[src/rtl/dpaoc_pkg.sv]
// Shared constants and types for the dual converter output control block.
package dpaoc_pkg;
    localparam int RES_W     = 10;
    localparam int STAGES    = 9;
    localparam int ALIGN_D   = 3;
    localparam int MAX_AGE   = 3;
    localparam int BUF_DEPTH = 2;
    localparam int WARM_CYC  = 3;

    localparam logic [7:0] CTRL_OFS = 8'h00;
    localparam logic [7:0] STAT_OFS = 8'h04;
    localparam logic [7:0] LAST_OFS = 8'h08;

    localparam int CTRL_FMT_BIT   = 0;
    localparam int CTRL_SLEEP_BIT = 1;
    localparam int CTRL_PD_BIT    = 2;
    localparam int CTRL_ODIS_BIT  = 3;
    localparam logic [3:0] CTRL_RESET = 4'h8;

    localparam int STAT_OVR_BIT   = 0;
    localparam int STAT_ACT_BIT   = 1;
    localparam int STAT_VALID_BIT = 2;
    localparam int STAT_LVL_LSB   = 4;
    localparam int LAST_B_LSB     = 16;

    localparam logic [1:0] HTRANS_NONSEQ = 2'h2;
    localparam logic [2:0] HSIZE_WORD    = 3'h2;
    localparam logic [1:0] CODE_MAX      = 2'h2;
    localparam logic [1:0] CODE_BAD      = 2'h3;

    typedef logic [STAGES-1:0][1:0] dpaoc_codes_type;

    typedef struct packed {
        logic [RES_W-1:0] chan_a;
        logic [RES_W-1:0] chan_b;
    } dpaoc_word_type;
endpackage

[src/rtl/dpaoc_pair_buf.sv]
// Small valid/ready buffer that holds result words between converter and output stage.
`timescale 1ns/1ps
`default_nettype none
module dpaoc_pair_buf #(
    parameter int WIDTH = 20,
    parameter int DEPTH = 2
) (
    // Clock and reset
    input  wire logic             hclk,
    input  wire logic             hresetn,
    // Filling side
    input  wire logic             in_valid,
    output logic                  in_ready,
    input  wire logic [WIDTH-1:0] in_data,
    // Draining side
    output logic                  out_valid,
    input  wire logic             out_ready,
    output logic [WIDTH-1:0]      out_data,
    output logic [1:0]            level
);
    localparam int AW = (DEPTH > 1) ? $clog2(DEPTH) : 1;
    localparam int CW = $clog2(DEPTH + 1);

    typedef struct packed {
        logic [DEPTH-1:0][WIDTH-1:0] mem;
        logic [AW-1:0]               wr_ptr;
        logic [AW-1:0]               rd_ptr;
        logic [CW-1:0]               count;
    } dpaoc_buf_type;

    dpaoc_buf_type state;
    dpaoc_buf_type next_state;
    logic          push;
    logic          pop;

    assign in_ready  = (state.count != CW'(DEPTH));
    assign out_valid = (state.count != '0);
    assign out_data  = state.mem[state.rd_ptr];
    assign level     = 2'(state.count);
    assign push      = in_valid && in_ready;
    assign pop       = out_valid && out_ready;

    always_comb begin
        next_state = state;
        if (push) begin
            next_state.mem[state.wr_ptr] = in_data;
            next_state.wr_ptr = (state.wr_ptr == AW'(DEPTH - 1)) ? '0 : state.wr_ptr + AW'(1);
        end
        if (pop) begin
            next_state.rd_ptr = (state.rd_ptr == AW'(DEPTH - 1)) ? '0 : state.rd_ptr + AW'(1);
        end
        if (push && !pop) begin
            next_state.count = state.count + CW'(1);
        end else if (pop && !push) begin
            next_state.count = state.count - CW'(1);
        end
    end

    always_ff @(posedge hclk or negedge hresetn) begin
        if (!hresetn) begin
            state <= '0;
        end else begin
            state <= next_state;
        end
    end
endmodule
`default_nettype wire

[src/rtl/dpaoc_top.sv]
// Output control of a dual pipelined converter: stage alignment, correction, coding and drive.
//
// Behaviour
// High format bit selects two's complement coding.
// Sleep disables both channels, reference bias stays.
// Power-down bit puts the device in power-down.
// Output disable puts all result outputs high-impedance.
// Each channel gives a 10-bit word, bit 9 MSB.
// Result appears five clock cycles after its sample.
// Samples advance one stage every half cycle.
// Stage codes combined with overlap, no missing codes.
// Sample on rising edge, valid on later edge.
// Power-down with outputs driven holds last word.
// Two's complement is offset binary, MSB inverted.
`timescale 1ns/1ps
`default_nettype none
module dpaoc_top (
    // Clock and reset
    input  wire logic                       hclk,
    input  wire logic                       hresetn,
    // AHB-Lite slave
    input  wire logic                       hsel,
    input  wire logic [31:0]                haddr,
    input  wire logic [1:0]                 htrans,
    input  wire logic                       hwrite,
    input  wire logic [2:0]                 hsize,
    input  wire logic [31:0]                hwdata,
    input  wire logic                       hready,
    output logic                            hreadyout,
    output logic                            hresp,
    output logic [31:0]                     hrdata,
    // Stage decisions from and enables to the analog pipelines
    input  wire dpaoc_pkg::dpaoc_codes_type stage_code_a,
    input  wire dpaoc_pkg::dpaoc_codes_type stage_code_b,
    output logic                            chan_enable,
    output logic                            ref_bias_enable,
    // Three-state result outputs
    output logic [dpaoc_pkg::RES_W-1:0]     chan_a_result_bits,
    output logic                            chan_a_result_oe,
    output logic [dpaoc_pkg::RES_W-1:0]     chan_b_result_bits,
    output logic                            chan_b_result_oe,
    // Result handshake
    output logic                            result_valid,
    input  wire logic                       result_ready
);
    typedef struct packed {
        logic [3:0]                                  ctrl;
        logic                                        overrun;
        logic [31:0]                                 rdata;
        logic                                        wr_pend;
        logic [7:0]                                  wr_addr;
        logic [1:0]                                  warm;
        logic [dpaoc_pkg::ALIGN_D-1:0][dpaoc_pkg::STAGES-1:0][1:0] dly_a;
        logic [dpaoc_pkg::ALIGN_D-1:0][dpaoc_pkg::STAGES-1:0][1:0] dly_b;
        dpaoc_pkg::dpaoc_word_type                   out_word;
        logic                                        out_valid;
    } dpaoc_state_type;

    dpaoc_state_type            state;
    dpaoc_state_type            next_state;
    dpaoc_pkg::dpaoc_codes_type tap_a;
    dpaoc_pkg::dpaoc_codes_type tap_b;
    dpaoc_pkg::dpaoc_word_type  push_word;
    dpaoc_pkg::dpaoc_word_type  buf_word;
    logic                       fmt;
    logic                       sleep;
    logic                       pd;
    logic                       conv_active;
    logic                       push;
    logic                       buf_in_ready;
    logic                       buf_out_valid;
    logic                       load;
    logic                       take;
    logic [1:0]                 buf_level;

    // Each stage weighs one bit of overlap into the sum, so a comparator offset
    // that pushes one stage's code up is absorbed by the next stage's lower code.
    function automatic logic [dpaoc_pkg::RES_W-1:0] correct(input dpaoc_pkg::dpaoc_codes_type c);
        logic [dpaoc_pkg::RES_W:0] acc;
        logic [1:0]                d;
        acc = '0;
        for (int i = 0; i < dpaoc_pkg::STAGES - 1; i++) begin
            d   = (c[i] == dpaoc_pkg::CODE_BAD) ? dpaoc_pkg::CODE_MAX : c[i];
            acc = acc + ((dpaoc_pkg::RES_W + 1)'(d) << (dpaoc_pkg::STAGES - 1 - i));
        end
        acc = acc + (dpaoc_pkg::RES_W + 1)'(c[dpaoc_pkg::STAGES-1]);
        return acc[dpaoc_pkg::RES_W-1:0];
    endfunction

    // Stage k decides half a cycle after stage k-1; the final flash resolves with
    // stage 7, so the age in whole cycles is min(k/2, 3).
    function automatic int stage_delay(input int k);
        int age;
        age = ((k >> 1) > dpaoc_pkg::MAX_AGE) ? dpaoc_pkg::MAX_AGE : (k >> 1);
        return dpaoc_pkg::ALIGN_D - age;
    endfunction

    assign fmt             = state.ctrl[dpaoc_pkg::CTRL_FMT_BIT];
    assign sleep           = state.ctrl[dpaoc_pkg::CTRL_SLEEP_BIT];
    assign pd              = state.ctrl[dpaoc_pkg::CTRL_PD_BIT];
    assign conv_active     = !sleep && !pd;
    assign chan_enable     = conv_active;
    assign ref_bias_enable = !pd;
    assign take            = hsel && hready && htrans == dpaoc_pkg::HTRANS_NONSEQ && hsize == dpaoc_pkg::HSIZE_WORD;
    assign hreadyout       = 1'b1;
    assign hresp           = 1'b0;
    assign hrdata          = state.rdata;

    generate
        for (genvar k = 0; k < dpaoc_pkg::STAGES; k++) begin : g_align
            if (stage_delay(k) == 0) begin : g_direct
                assign tap_a[k] = stage_code_a[k];
                assign tap_b[k] = stage_code_b[k];
            end else begin : g_delayed
                assign tap_a[k] = state.dly_a[stage_delay(k)-1][k];
                assign tap_b[k] = state.dly_b[stage_delay(k)-1][k];
            end
        end
    endgenerate

    assign push_word.chan_a = correct(tap_a);
    assign push_word.chan_b = correct(tap_b);
    assign push = conv_active && state.warm == 2'(dpaoc_pkg::WARM_CYC);

    dpaoc_pair_buf #(
        .WIDTH (2 * dpaoc_pkg::RES_W),
        .DEPTH (dpaoc_pkg::BUF_DEPTH)
    ) u_buf (
        .hclk      (hclk),
        .hresetn   (hresetn),
        .in_valid  (push),
        .in_ready  (buf_in_ready),
        .in_data   (push_word),
        .out_valid (buf_out_valid),
        .out_ready (load),
        .out_data  (buf_word),
        .level     (buf_level)
    );

    // While powered down the output word is frozen, so the pins keep the last result.
    assign load = buf_out_valid && (!state.out_valid || result_ready) && !pd;

    always_comb begin
        next_state = state;
        next_state.dly_a[0] = stage_code_a;
        next_state.dly_b[0] = stage_code_b;
        for (int i = 1; i < dpaoc_pkg::ALIGN_D; i++) begin
            next_state.dly_a[i] = state.dly_a[i-1];
            next_state.dly_b[i] = state.dly_b[i-1];
        end
        // After wake-up the alignment line still holds stale decisions for a few cycles.
        if (!conv_active) begin
            next_state.warm = '0;
        end else if (state.warm != 2'(dpaoc_pkg::WARM_CYC)) begin
            next_state.warm = state.warm + 2'h1;
        end
        if (load) begin
            next_state.out_valid = 1'b1;
            next_state.out_word  = buf_word;
            if (fmt) begin
                next_state.out_word.chan_a[dpaoc_pkg::RES_W-1] = ~buf_word.chan_a[dpaoc_pkg::RES_W-1];
                next_state.out_word.chan_b[dpaoc_pkg::RES_W-1] = ~buf_word.chan_b[dpaoc_pkg::RES_W-1];
            end
        end else if (result_ready) begin
            next_state.out_valid = 1'b0;
        end
        next_state.wr_pend = take && hwrite;
        next_state.wr_addr = haddr[7:0];
        if (state.wr_pend && state.wr_addr == dpaoc_pkg::CTRL_OFS) begin
            next_state.ctrl = hwdata[3:0];
        end
        if (state.wr_pend && state.wr_addr == dpaoc_pkg::STAT_OFS && hwdata[dpaoc_pkg::STAT_OVR_BIT]) begin
            next_state.overrun = 1'b0;
        end
        if (push && !buf_in_ready) begin
            next_state.overrun = 1'b1;
        end
        if (take && !hwrite) begin
            next_state.rdata = 32'h0;
            unique case (haddr[7:0])
                dpaoc_pkg::CTRL_OFS: begin
                    next_state.rdata[3:0] = next_state.ctrl;
                end
                dpaoc_pkg::STAT_OFS: begin
                    next_state.rdata[dpaoc_pkg::STAT_OVR_BIT]   = next_state.overrun;
                    next_state.rdata[dpaoc_pkg::STAT_ACT_BIT]   = conv_active;
                    next_state.rdata[dpaoc_pkg::STAT_VALID_BIT] = state.out_valid;
                    next_state.rdata[dpaoc_pkg::STAT_LVL_LSB +: 2] = buf_level;
                end
                dpaoc_pkg::LAST_OFS: begin
                    next_state.rdata[dpaoc_pkg::RES_W-1:0] = state.out_word.chan_a;
                    next_state.rdata[dpaoc_pkg::LAST_B_LSB +: dpaoc_pkg::RES_W] = state.out_word.chan_b;
                end
                default: begin
                    next_state.rdata = 32'h0;
                end
            endcase
        end
    end

    always_ff @(posedge hclk or negedge hresetn) begin
        if (!hresetn) begin
            state      <= '0;
            state.ctrl <= dpaoc_pkg::CTRL_RESET;
        end else begin
            state <= next_state;
        end
    end

    assign chan_a_result_bits = state.out_word.chan_a;
    assign chan_b_result_bits = state.out_word.chan_b;
    assign chan_a_result_oe   = !state.ctrl[dpaoc_pkg::CTRL_ODIS_BIT];
    assign chan_b_result_oe   = !state.ctrl[dpaoc_pkg::CTRL_ODIS_BIT];
    assign result_valid       = state.out_valid;
endmodule
`default_nettype wire

[config.mk]
export PLATFORM = sky130hd
export DESIGN_NAME = dpaoc_top
export DESIGN_NICKNAME = d
export VERILOG_FILES = /design/src/rtl/dpaoc_pkg.sv /design/src/rtl/dpaoc_pair_buf.sv /design/src/rtl/dpaoc_top.sv
export SDC_FILE = /design/constraint.sdc
export NUM_CORES = 1
export LEC_CHECK = 0
export BUFFER_PORTS_ARGS = -buffer_cell sky130_fd_sc_hd__buf_4
export CORE_MARGIN = 8
export CORE_UTILIZATION = 55
export CTS_CLUSTER_DIAMETER = 30
export CTS_CLUSTER_SIZE = 10
export DETAILED_ROUTE_END_ITERATION = 16
export HOLD_SLACK_MARGIN = 0.05
export MAX_ROUTING_LAYER = met4
export PLACE_DENSITY = 0.82
export SLEW_MARGIN = 20
export SYNTH_ARGS = -nofsm -noshare
export SYNTH_HDL_FRONTEND = slang
export SYNTH_SLANG_ARGS = --single-unit
export TNS_END_PERCENT = 20
[constraint.sdc]
create_clock -name hclk -period 5.7 [get_ports hclk]
set_input_delay 0 -clock hclk [delete_from_list [all_inputs] [get_ports hclk]]
set_output_delay 0 -clock hclk [all_outputs]
set_load 0.02 [all_outputs]
### Word level (Yosys, flattened, before mapping)

Index checks and enable logic that the tools add are counted.

* output and inout bits: 59
* logic and storage cells: 160
* register bits: 149

* equality and inequality tests: 25
* $lt $le $gt $ge: 3
* muxes and demuxes: 39
* bitwise logic cells: 2
* $add $sub $neg: 21
* reduce and logical (&&, ||, !) cells: 32

Operators with widths (count)
* 20-bit two-way mux: 3
* 40-bit bitwise mux: 1
* 2-bit two-way mux: 20
* 2-bit == test (second input constant): 18
* 10-bit by 2-bit adder with 10-bit output: 2
* 10-bit by 3-bit adder with 10-bit output: 2
* 10-bit by 4-bit adder with 10-bit output: 2
* 10-bit by 5-bit adder with 10-bit output: 2
* 10-bit by 6-bit adder with 10-bit output: 2
* 10-bit by 7-bit adder with 10-bit output: 2
* 10-bit by 8-bit adder with 10-bit output: 2
* 10-bit by 9-bit adder with 10-bit output: 2
* 20-bit demux with 1-bit select: 1
* 1-bit logical AND: 18
* 8-bit by 3-bit == test with 1-bit output (second input constant): 2
* 8-bit logical NOT: 2
* 10-bit two-way mux: 1
* 3-bit case mux with 3 select lines: 1
* 8-bit by 4-bit == test with 1-bit output (second input constant): 1
* 1-bit logical NOT: 8
* 1-bit two-way mux: 8
* 4-bit two-way mux: 2
* 2-bit nonzero test: 3
* 2-bit by 1-bit adder with 2-bit output (second input constant): 2
* other kinds (11): 15

### Depth between registers and ports, before layout

Gate-level depths: netlist (run 1).

* depth in word-level cells: 11
* mapped depth: 9
* mapped depth without buffers: 7

### Hierarchy

From an unflattened synthesis (run 1), not the netlist that was laid out.

* cells, all modules: 535
* area, all modules: 6885.4 µm²

By module, submodules not included
* dpaoc_top: area each 4738.3 µm², seq. area each 2628.8 µm², times used 1, cells each 410
* dpaoc_pair_buf: area each 2147.1 µm², seq. area each 1101.1 µm², times used 1, cells each 125

### Worst setup path after synthesis (run 1)

OpenSTA, ideal clock, no wires.

* path type: reg-to-reg
* start: reg state (netlist bit pd)
* end: reg u_buf.state (netlist bit u_buf.level[1])
* data arrival time: 2.065 ns
* path buffers: 2
* cell stages (with the launch flop): 9
* setup slack: 3.556 ns
* cell sequence: dfrtp_1 > o21bai_1 > a21oi_1 > clkbuf_1 > clkbuf_1 > inv_1 > ha_1 > nor2_1 > xor2_1

* longest elaborated chain between the ends: 7

Ends and longest elaborated chain
* start, declared: line dpaoc_top.sv:59 `dpaoc_state_type state;`
* start signal, assigned: line dpaoc_top.sv:206 `state <= next_state;`
* 1-bit logical NOT (*): line dpaoc_top.sv:101, dpaoc_top.sv:141
* 1-bit logical AND: line dpaoc_top.sv:101 `assign conv_active = !sleep && !pd;`
* 1-bit logical AND: line dpaoc_top.sv:123 `assign push = conv_active && state.warm == 2'(dpaoc_pkg::WARM_CYC);`
* 1-bit logical AND: line dpaoc_pair_buf.sv:40 `assign push = in_valid && in_ready;`
* 1-bit logical NOT: line dpaoc_pair_buf.sv:54 `end else if (pop && !push) begin`
* 1-bit logical AND: line dpaoc_pair_buf.sv:54
* 2-bit nonzero test (no line)
* end signal, assigned: line dpaoc_pair_buf.sv:63 `state <= next_state;`
* end, declared: line dpaoc_pair_buf.sv:31 `dpaoc_buf_type state;`

Every way passes the cells marked *; elsewhere a longest branch is shown, timed or not.
A chain may end at the register's enable or synchronous reset.

### Worst setup path after layout (run 1)

* start: reg state[129] in the netlist's numbering
* end: reg u_buf.state[30] in the netlist's numbering

* longest elaborated chain between the ends: 3

Ends and longest elaborated chain (line)
* 2-bit == test: dpaoc_top.sv:123
* 1-bit logical AND: dpaoc_top.sv:123
* 1-bit logical AND: dpaoc_pair_buf.sv:40

Every way passes these cells.

==> reports/results.ini, run 1 <==
[sta]
worst_pin_slew_ns = 0.9319
hold_slack_ns = 0.07954
slew-limit-headroom_pct = 36.26
maxSlewViolCount = 0
skew_ns = 0.009223
post-route-period-util_pct = 47.60
fin_crit_ns = 2.713
final-hold-violation-count = 0
rsz0062_at_grt = false
max_freq_mhz = 368.6
finalSetupTns_ns = 0
finalSetupViolCount = 0

[die]
io_pins = 170
dieArea_mm2 = 0.01681
die_x_um = 129.7
coreArea_mm2 = 0.01262
die_y_um = 129.7
start_util_pct = 56.31
row_count = 41

[detailed_routing]
drcViolationCount = 0
detail_route.wl_per_cell_um = 16.31
drtIter0Drc = 387
viasPerCell = 5.451
vias = 5042
ant_nets = 0
wl_um = 15090
dr.pass1.iters = 5

[clock_network]
cts_setup_buffers = 0
root_buffer = clkbuf_16
ctsHtreeMaxLevel = 4
clk_latency_ns = 0.42
clockBufferDepth = 2
clk_pin_slew_ns = 0.06
numCtsBuffers = 17
cts_tree = built
cts.sinks = 149

[synthesis]
syn-cell-area_mm2 = 0.007106
yosysWarnings = 0
netlist_instances = 650
ys_types = 62
ys.flop_type = dfrtp_1
synth_edf_count = 0
syn_avg_cell_area_um2 = 10.93
synthTopCellsByCount = dfrtp_1, buf_4, nand2_1, nor2_1, clkbuf_1
synth_area_leaders = dfrtp_1, buf_4, mux2i_1
synth_most_common_cell = dfrtp_1
synth_top_area_share_pct = 52.12
yosysSeqAreaShare_pct = 52.49
netlist.top_cell.by_area = dfrtp_1
ys_ff_latch = 149
async_reset_ff_share_pct = 100.0

[pwr]
internal_power_uw = 1911
ir_worst_vdd_mv = 0.1946
p_seq_share_pct = 44.3
switchingPower_uw = 559.2
combPwrFrac_pct = 8.7
p_per_area_mw_per_mm2 = 284.9
power_uw = 2470
p_leak_uw = 0.003988
clockPowerShare_pct = 47.0
swShare_pct = 22.64

[critical_path]
crit_arrival_ns = 3.02
worstSetupEndpointType = register
cp-start-kind = register
crit_fanout = 19
crit_type = reg -> reg
cp.required_ns = 6.01
reg2regPathDepth = 5

[flow_run]
maxCapViolCount = 0

[finish]
final_nets = 872
area_delta_synth_final_pct = 22.01
antenna_cells = 0
final_cells = 925
drive_above_1_share_pct = 23.11
postLayoutCoreUtil_pct = 68.70

[placed_design]
dp.cells = 848
hpwl_um = 10390
place.gp.congestion = 0.8146
port_buffers = 103

[hold_path]
hold_depth = 5
min_path_type = in -> reg

[run_status]
status = complete, no violations

[grt]
track_usage_pct = 19.47
grt_pass1_vias = 5192
grt_max_degree = 86
antenna_found_initial = 0
grt_pass1_wl_um = 25230
grt.overflow.total = 0

## worst max-delay path: stages, from the launching register on
cell and delay, ns:
dfrtp_1 0.38, ha_1 0.25, or3b_1 0.65, nor3_2 0.64
buf_4 0.32, mux2_2 0.35
## metrics by stage
stage	cell area [µm²]	setup slack, ns
floorplan	7151	3.556
global placement	7596	3.072
detailed placement	7596	2.967
CTS	8668	2.957
global route	8670	2.777
finish	8670	2.987
## sequential cells by signal (all words and copies together) (netlist names)
name	count
chan_a_result_bits	10
chan_b_result_bits	10
fmt	1
hrdata	20
next_state	40
pd	1
result_valid	1
sleep	1
state	21
u_buf.level	2
u_buf.state	42
## final cells by class
type	instances	area [µm²]
Fill cell	902	3950
Sequential cell	149	3731
Multi-Input combinational cell	402	2773
Timing Repair Buffer	154	1275
Clock buffer	19	432.9
Tap cell	172	215.2
Clock inverter	12	178.9
Inverter	17	63.81
## kinds of logic (layout without fill, tap and decap cells)
kind of cell	Yosys count	count (layout)	synth area share, %
AND/OR/NAND/NOR	195	195	14.79
AO/OA/AOI/OAI	118	118	11.69
adder cells (fa/ha/maj)	20	20	3.733
multiplexers	43	43	6.392
other	2	14	0.1057
XOR/XNOR	12	12	1.479
flip-flops	149	149	52.49
buffers and inverters	111	202	9.315
## routing by layer
metal	global-route usage [%]	up-vias	part of all wire [%]	wire, µm
li1	-	2409	-	-
met1	22.62	2446	43	6419
met2	32.25	162	51	7621
met3	4.108	25	5.3	803
met4	8.265	0	1.6	242
met5	-	-	0	0
## power groups by stage
stage / Combinational (µW) / Clock [µW] / Sequential [µW]
after floorplan: 122 / 0 / 1110
after global placement: 180 / 0 / 1110
after detailed placement: 187 / 0 / 1110
after CTS: 213 / 1180 / 1090
after global routing: 236 / 1220 / 1100
final: 214 / 1160 / 1090
## repair_timing
action | in CTS | in global routing
hold buffers | 46 | 0
endpoints found under the hold margin | 137 | 0
gates resized for setup | 0 | 0
setup endpoints to repair | 0 | 0
## final timing paths
path,to,startpoint,slack (ns)
worst max register to register,u_buf.state[30],state[129],2.99
worst max-delay path,u_buf.state[30],state[129],2.99
max in group asynchronous,u_buf.state[2],hresetn,4.18
worst min-delay path,hrdata[3],htrans[0],0.08
worst min register to register,next_state[116],next_state[98],0.34
min in group asynchronous,hrdata[7],hresetn,0.24
## cells in the final DEF, fill, tap and decap left out, drive strengths merged, types with 5 or more instances in the layout
| cell | count |
|---|---|
| nor4 | 7 |
| buf | 108 |
| dfrtp | 148 |
| mux2 | 19 |
| a211o | 7 |
| nand3 | 12 |
| a21o | 5 |
| nand2b | 11 |
| nor2b | 23 |
| a21oi | 27 |
| inv | 18 |
| clkbuf | 19 |
| or4 | 7 |
| o21ai | 21 |
| nor3 | 17 |
| a22o | 16 |
| mux2i | 24 |
| dlygate4sd3 | 46 |
| nor3b | 5 |
| ha | 18 |
| a311oi | 6 |
| nand2 | 53 |
| o31a | 7 |
| conb | 14 |
| nand4 | 8 |
| xnor2 | 8 |
| nor2 | 36 |
(Power assumes the default switching activity.)
==> run 2, diff against run 1 <==
CORE_UTILIZATION = 54   (was 55)
PLACE_DENSITY = 0.8   (was 0.82)
clock period = 2.8 ns   (was 5.7 ns; I/O delays follow)
==> run 2 against run 1 <==
  * Global-route usage down 0.39 points
  * Via count increased by 0.20%
  * Largest cell class unchanged
  * Clock power grew 110%
  * Clock skew is 0.0022 ns lower
==> reports/results.ini, run 2 (synthesis results as in run 1) <==
[sta]
skew_ns = 0.007036
maxSlewViolCount = 0
max_freq_mhz = 440.7
worst_pin_slew_ns = 0.7880
post-route-period-util_pct = 81.04
setup_slack_ns = 0.5308
finalSetupViolCount = 0
fin_crit_ns = 2.269
finalSetupTns_ns = 0
slew-limit-headroom_pct = 47.47
final-hold-violation-count = 0
rsz0062_at_grt = false

[finish]
seq_area_mm2 = 0.003730
drive_above_1_share_pct = 23.72
area_delta_synth_final_pct = 23.16
multi_input_area_mm2 = 0.002773
postLayoutCoreUtil_pct = 67.15
final_nets = 877
largest-register = u_buf.state
mostFrequentLayoutCells = dfrtp_1, buf_4, nand2_1
final_common_cell = dfrtp_1
fill_cells = 960
largest_register_ffs = 42
antenna_cells = 0

[detailed_routing]
vias = 5052
highest_layer = met4
wl_met2_um = 7686
dr_wl_met3_um = 931
drtIter0Drc = 387
viasPerCell = 5.403
drcViolationCount = 0
detail_route.wl_per_cell_um = 16.03
wl_um = 14980
dr.pass1.iters = 5
wl_met1_um = 6165
ant_nets = 0

[critical_path]
cp-start-kind = primary input
rr_endpoint = u_buf.state[8]
crit_fanout = 4
crit_start = stage_code_a[15]
crit_arrival_ns = 2.57
crit_type = in -> reg
worstSetupEndpointType = register
timing.rr.start = state[129]
reg2reg_slack_ns = 0.55
reg2regPathDepth = 5
cp.required_ns = 3.10

[placed_design]
hpwl_um = 10290
dp_slack_ns = 0.5643
port_buffers = 103
place.gp.congestion = 0.8228

[clock_network]
numCtsBuffers = 17
root_buffer = clkbuf_16
cts_tree = built
clk_latency_ns = 0.42
clockBufferDepth = 2
clk_pin_slew_ns = 0.06
cts.sinks = 149
ctsHtreeMaxLevel = 4

[grt]
grt.overflow.total = 0
grt_pass1_wl_um = 24660
antenna_found_initial = 0
grt_max_degree = 90
track_usage_pct = 19.08
grt_pass1_vias = 5128

[pwr]
p_per_area_mw_per_mm2 = 582.4
ir_worst_vdd_mv = 0.3576
p_leak_uw = 0.004032

[die]
coreArea_mm2 = 0.01303
dieArea_mm2 = 0.01709
row_count = 42
start_util_pct = 54.52
die_y_um = 130.7
die_x_um = 130.7
io_pins = 170

[run_status]
status = complete, no violations

[hold_path]
hold_start = stage_code_b[14]
hold_depth = 5
min_path_type = in -> reg
holdPathEnd = u_buf.state[5]

[flow_run]
maxCapViolCount = 0

run 2: cell count changes in the layout (fill, tap and decap cells not counted), sizes merged:
cell,change
clkinv,+1
buf,+4
inv,+2
dlygate4sd3,+1
clkbuf,-1
clkinvlp,-1
run 2: metal layers:
metal  vias to the layer above  track usage (%)
li1                       2416                -
met1                      2439            21.85
met2                       178            32.04
met3                        19            4.343
met4                         0            7.495
met5                         -                -
run 2: stage by stage:
stage / cell area (µm²) / total power, µW / hold WS, ns / std cells
2_1_floorplan: 7151 / 2503 / -0.2956 / 662
3_3_place_gp: 7644 / 2635 / 0.1091 / 856
3_5_place_dp: 7644 / 2653 / 0.1104 / 856
4_1_cts: 8751 / 5128 / 0.08563 / 935
5_1_grt: 8751 / 5289 / 0.1174 / 935
6_report: 8751 / 5096 / 0.1011 / 935
run 2: worst max path at each step:
stage                 endpoint  slack, ns  cells past startpoint
6_report       u_buf.state[21]       0.53                      9
2_1_floorplan   u_buf.level[1]       0.66                      8
3_3_place_gp   u_buf.state[28]       0.64                      5
4_1_cts         u_buf.state[8]       0.56                      5
5_1_grt        u_buf.state[21]       0.43                      9
3_5_place_dp    u_buf.state[8]       0.56                      5
run 2: report_power, final:
group          switching (µW)  total (µW)  internal (µW)
registers                22.3        2220           2200
clock network             899        2420           1520
logic                     243         449            206
total                    1160        5100           3930
run 2: repair_timing:
item                      4_1_cts  5_1_grt
hold buffers                   47        0
resized for setup               0        0
hold endpoints to repair      141        0
buffers inserted                0        0
run 2: worst max-delay path: stages:
cell           delay, ns
dlygate4sd3_1       0.53
buf_4               0.12
nor2b_1             0.04
ha_1                0.21
fa_1                0.44
a211oi_1            0.51
or4b_2              0.22
nand4_1             0.18
mux2_2              0.32
run 2: final cells by class:
class                           count  share of cell area, %
Multi-Input combinational cell    402                  31.68
Inverter                           17                 0.7292
Timing Repair Buffer              159                  15.17
Clock inverter                     14                  2.259
Clock buffer                       18                  5.019
Tap cell                          176                  2.516
Sequential cell                   149                  42.62
==> run 3, diff against run 2 <==
ABC_AREA = 1   (was default)
CORE_UTILIZATION = 53   (was 54)
clock period = 2.2 ns   (was 2.8 ns; I/O delays follow)
==> run 3 against run 2 <==
  * Clock skew grew 0.0031 ns
  * Cell count is 10% higher
  * Register-to-register slack worse by 0.19 ns
  * Area after synthesis decreased by 4.5%
  * Synthesized cell count rose by 14%
  * Combinational power rose to 3.8 times the previous value
  * Via count shrank 1.0%
  * Clock-buffer cell count down 1
  * Flip-flop and latch count unchanged
  * Cell area fell by 3.8%
  * Critical endpoint is now u_buf.level[1]
  * Largest power group is now sequential cells
==> reports/results.ini, run 3 <==
[sta]
setup_slack_ns = 0.3647
finalSetupViolCount = 0
finalSetupTns_ns = 0
worst_pin_slew_ns = 0.7111
skew_ns = 0.01016
post-route-period-util_pct = 83.42
maxSlewViolCount = 0
slew-limit-headroom_pct = 52.59
final-hold-violation-count = 0
rsz0062_at_grt = false
fin_crit_ns = 1.835
max_freq_mhz = 544.9

[finish]
final_cells = 1029
final_nets = 975
antenna_cells = 0
area_delta_synth_final_pct = 24.07
mostFrequentLayoutCells = nand2_1, dfrtp_1, buf_4
largest-register = u_buf.state
largest_register_ffs = 42
final_common_cell = nand2_1
fill_cells = 967
drive_above_1_share_pct = 19.60

[detailed_routing]
ant_nets = 0
dr.pass1.iters = 5
viasPerCell = 4.859
vias = 5000
wl_um = 14430
drtIter0Drc = 372
drcViolationCount = 0
detail_route.wl_per_cell_um = 14.02

[pwr]
switchingPower_uw = 2410
swShare_pct = 30.58
p_per_area_mw_per_mm2 = 936.2
p_seq_share_pct = 41.4
clockPowerShare_pct = 37.1
ir_worst_vdd_mv = 0.9526
internal_power_uw = 5470
p_leak_uw = 0.004318
combPwrFrac_pct = 21.5

[synthesis]
synthTopCellsByCount = nand2_1, dfrtp_1, inv_1, nor2_1, buf_4
ys.flop_type = dfrtp_1
netlist.top_cell.by_area = dfrtp_1
syn_avg_cell_area_um2 = 9.155
synth_area_leaders = dfrtp_1, nand2_1, buf_4
ys_ff_latch = 149
yosysWarnings = 0
syn-cell-area_mm2 = 0.006784
netlist_instances = 741
synth_top_area_share_pct = 54.59
async_reset_ff_share_pct = 100.0
synth_most_common_cell = nand2_1
yosysSeqAreaShare_pct = 54.98
ys_types = 41
synth_edf_count = 0

[clock_network]
clockBufferDepth = 2
cts_tree = built
cts.sinks = 149
numCtsBuffers = 17
ctsHtreeMaxLevel = 4
cts_resized = 0
clk_pin_slew_ns = 0.06
cts_setup_buffers = 0
clk_latency_ns = 0.43
root_buffer = clkbuf_16

[hold_path]
min_path_type = in -> reg

[die]
dieArea_mm2 = 0.01668
coreArea_mm2 = 0.01257
die_x_um = 129.1
io_pins = 170
die_y_um = 129.1
start_util_pct = 53.98
row_count = 41

[critical_path]
worstSetupEndpointType = register
crit_arrival_ns = 2.13
crit_type = reg -> reg
cp-start-kind = register
cp.required_ns = 2.50
crit_fanout = 4

[placed_design]
hpwl_um = 9467
dp_slack_ns = 0.3928
dp.cells = 949
place.gp.congestion = 0.8809
port_buffers = 103

[grt]
grt.overflow.total = 0
grt_pass1_wl_um = 23760
track_usage_pct = 18.66
grt_pass1_vias = 4951
antenna_found_initial = 0
grt_max_degree = 140

[flow_run]
maxCapViolCount = 0

[run_status]
status = complete, no violations

[run 3: cells by family (layout without fill, tap and decap cells)]
group                      Yosys count  count (layout)  synth area share, %
and+or+nand+nor                    324             324                20.12
DFF                                149             149                54.98
xor gates and xnor gates            11              11                1.420
AOI/OAI and AO/OA                   72              72                6.584
adders and majority gates           20              20                3.910
other                                2              14               0.1107
buffers and inverters              163             267                12.87
[run 3: worst paths after layout]
check	startpoint	endpoint	slack [ns]	cells past startpoint
worst max-delay path	state[129]	u_buf.level[1]	0.36	9
worst min-delay path	stage_code_a[14]	u_buf.state[35]	0.09	6
worst max register to register	state[129]	u_buf.level[1]	0.36	9
worst min register to register	next_state[43]	next_state[61]	0.34	0
max in group asynchronous	hresetn	result_valid	1.23	3
min in group asynchronous	hresetn	state[172]	0.24	3
[run 3: power by group through the flow]
stage	clock, µW	sequential (µW)	combinational, µW
floorplan	0	3220	1290
global placement	0	3290	1590
detailed placement	0	3310	1630
CTS	2970	3260	1710
global route	3090	3290	1860
finish	2920	3260	1690
[run 3: per-layer routing]
metal	global-route usage, %	wire length [µm]	vias up
met5	-	0	-
met4	4.699	167	0
met1	21.79	6121	2365
met3	6.122	912	15
met2	30.55	7228	157
li1	-	-	2463
[run 3: area by class of cell]
cell class | instances | area, µm² | area share (%)
sequential | 149 | 3730 | 44.31
multi-input combinational | 441 | 2226 | 26.45
timing repair buffer | 162 | 1365 | 16.22
clock buffer | 17 | 425.4 | 5.054
inverter | 73 | 276.5 | 3.285
tap | 172 | 215.2 | 2.557
clock inverter | 15 | 178.9 | 2.126
[run 3: timing repair]
item	4_1_cts	5_1_grt
hold buffers	48	0
setup endpoints to repair	0	0
endpoints found under the hold margin	199	0
[run 3: per-stage QoR]
| step | utilization, % | total power, µW | area [µm²] | hold WS, ns |
|---|---|---|---|---|
| 3_5_place_dp | 58.34 | 4939 | 7332 | -0.1842 |
| 2_1_floorplan | - | 4504 | 6829 | -0.2956 |
| 5_1_grt | 66.97 | 8247 | 8417 | 0.1194 |
| 4_1_cts | 66.97 | 7939 | 8417 | 0.09415 |
| 3_3_place_gp | 58.34 | 4888 | 7332 | -0.1886 |
| 6_report | 66.97 | 7880 | 8417 | 0.09407 |
[run 3: critical path: stages, from the launching register on]
cell,delay [ns]
dfrtp_1,0.38
ha_1,0.24
inv_1,0.12
nor3_4,0.05
o21ai_2,0.13
inv_1,0.08
ha_1,0.31
a21oi_1,0.13
o21ai_0,0.11
xor2_1,0.15
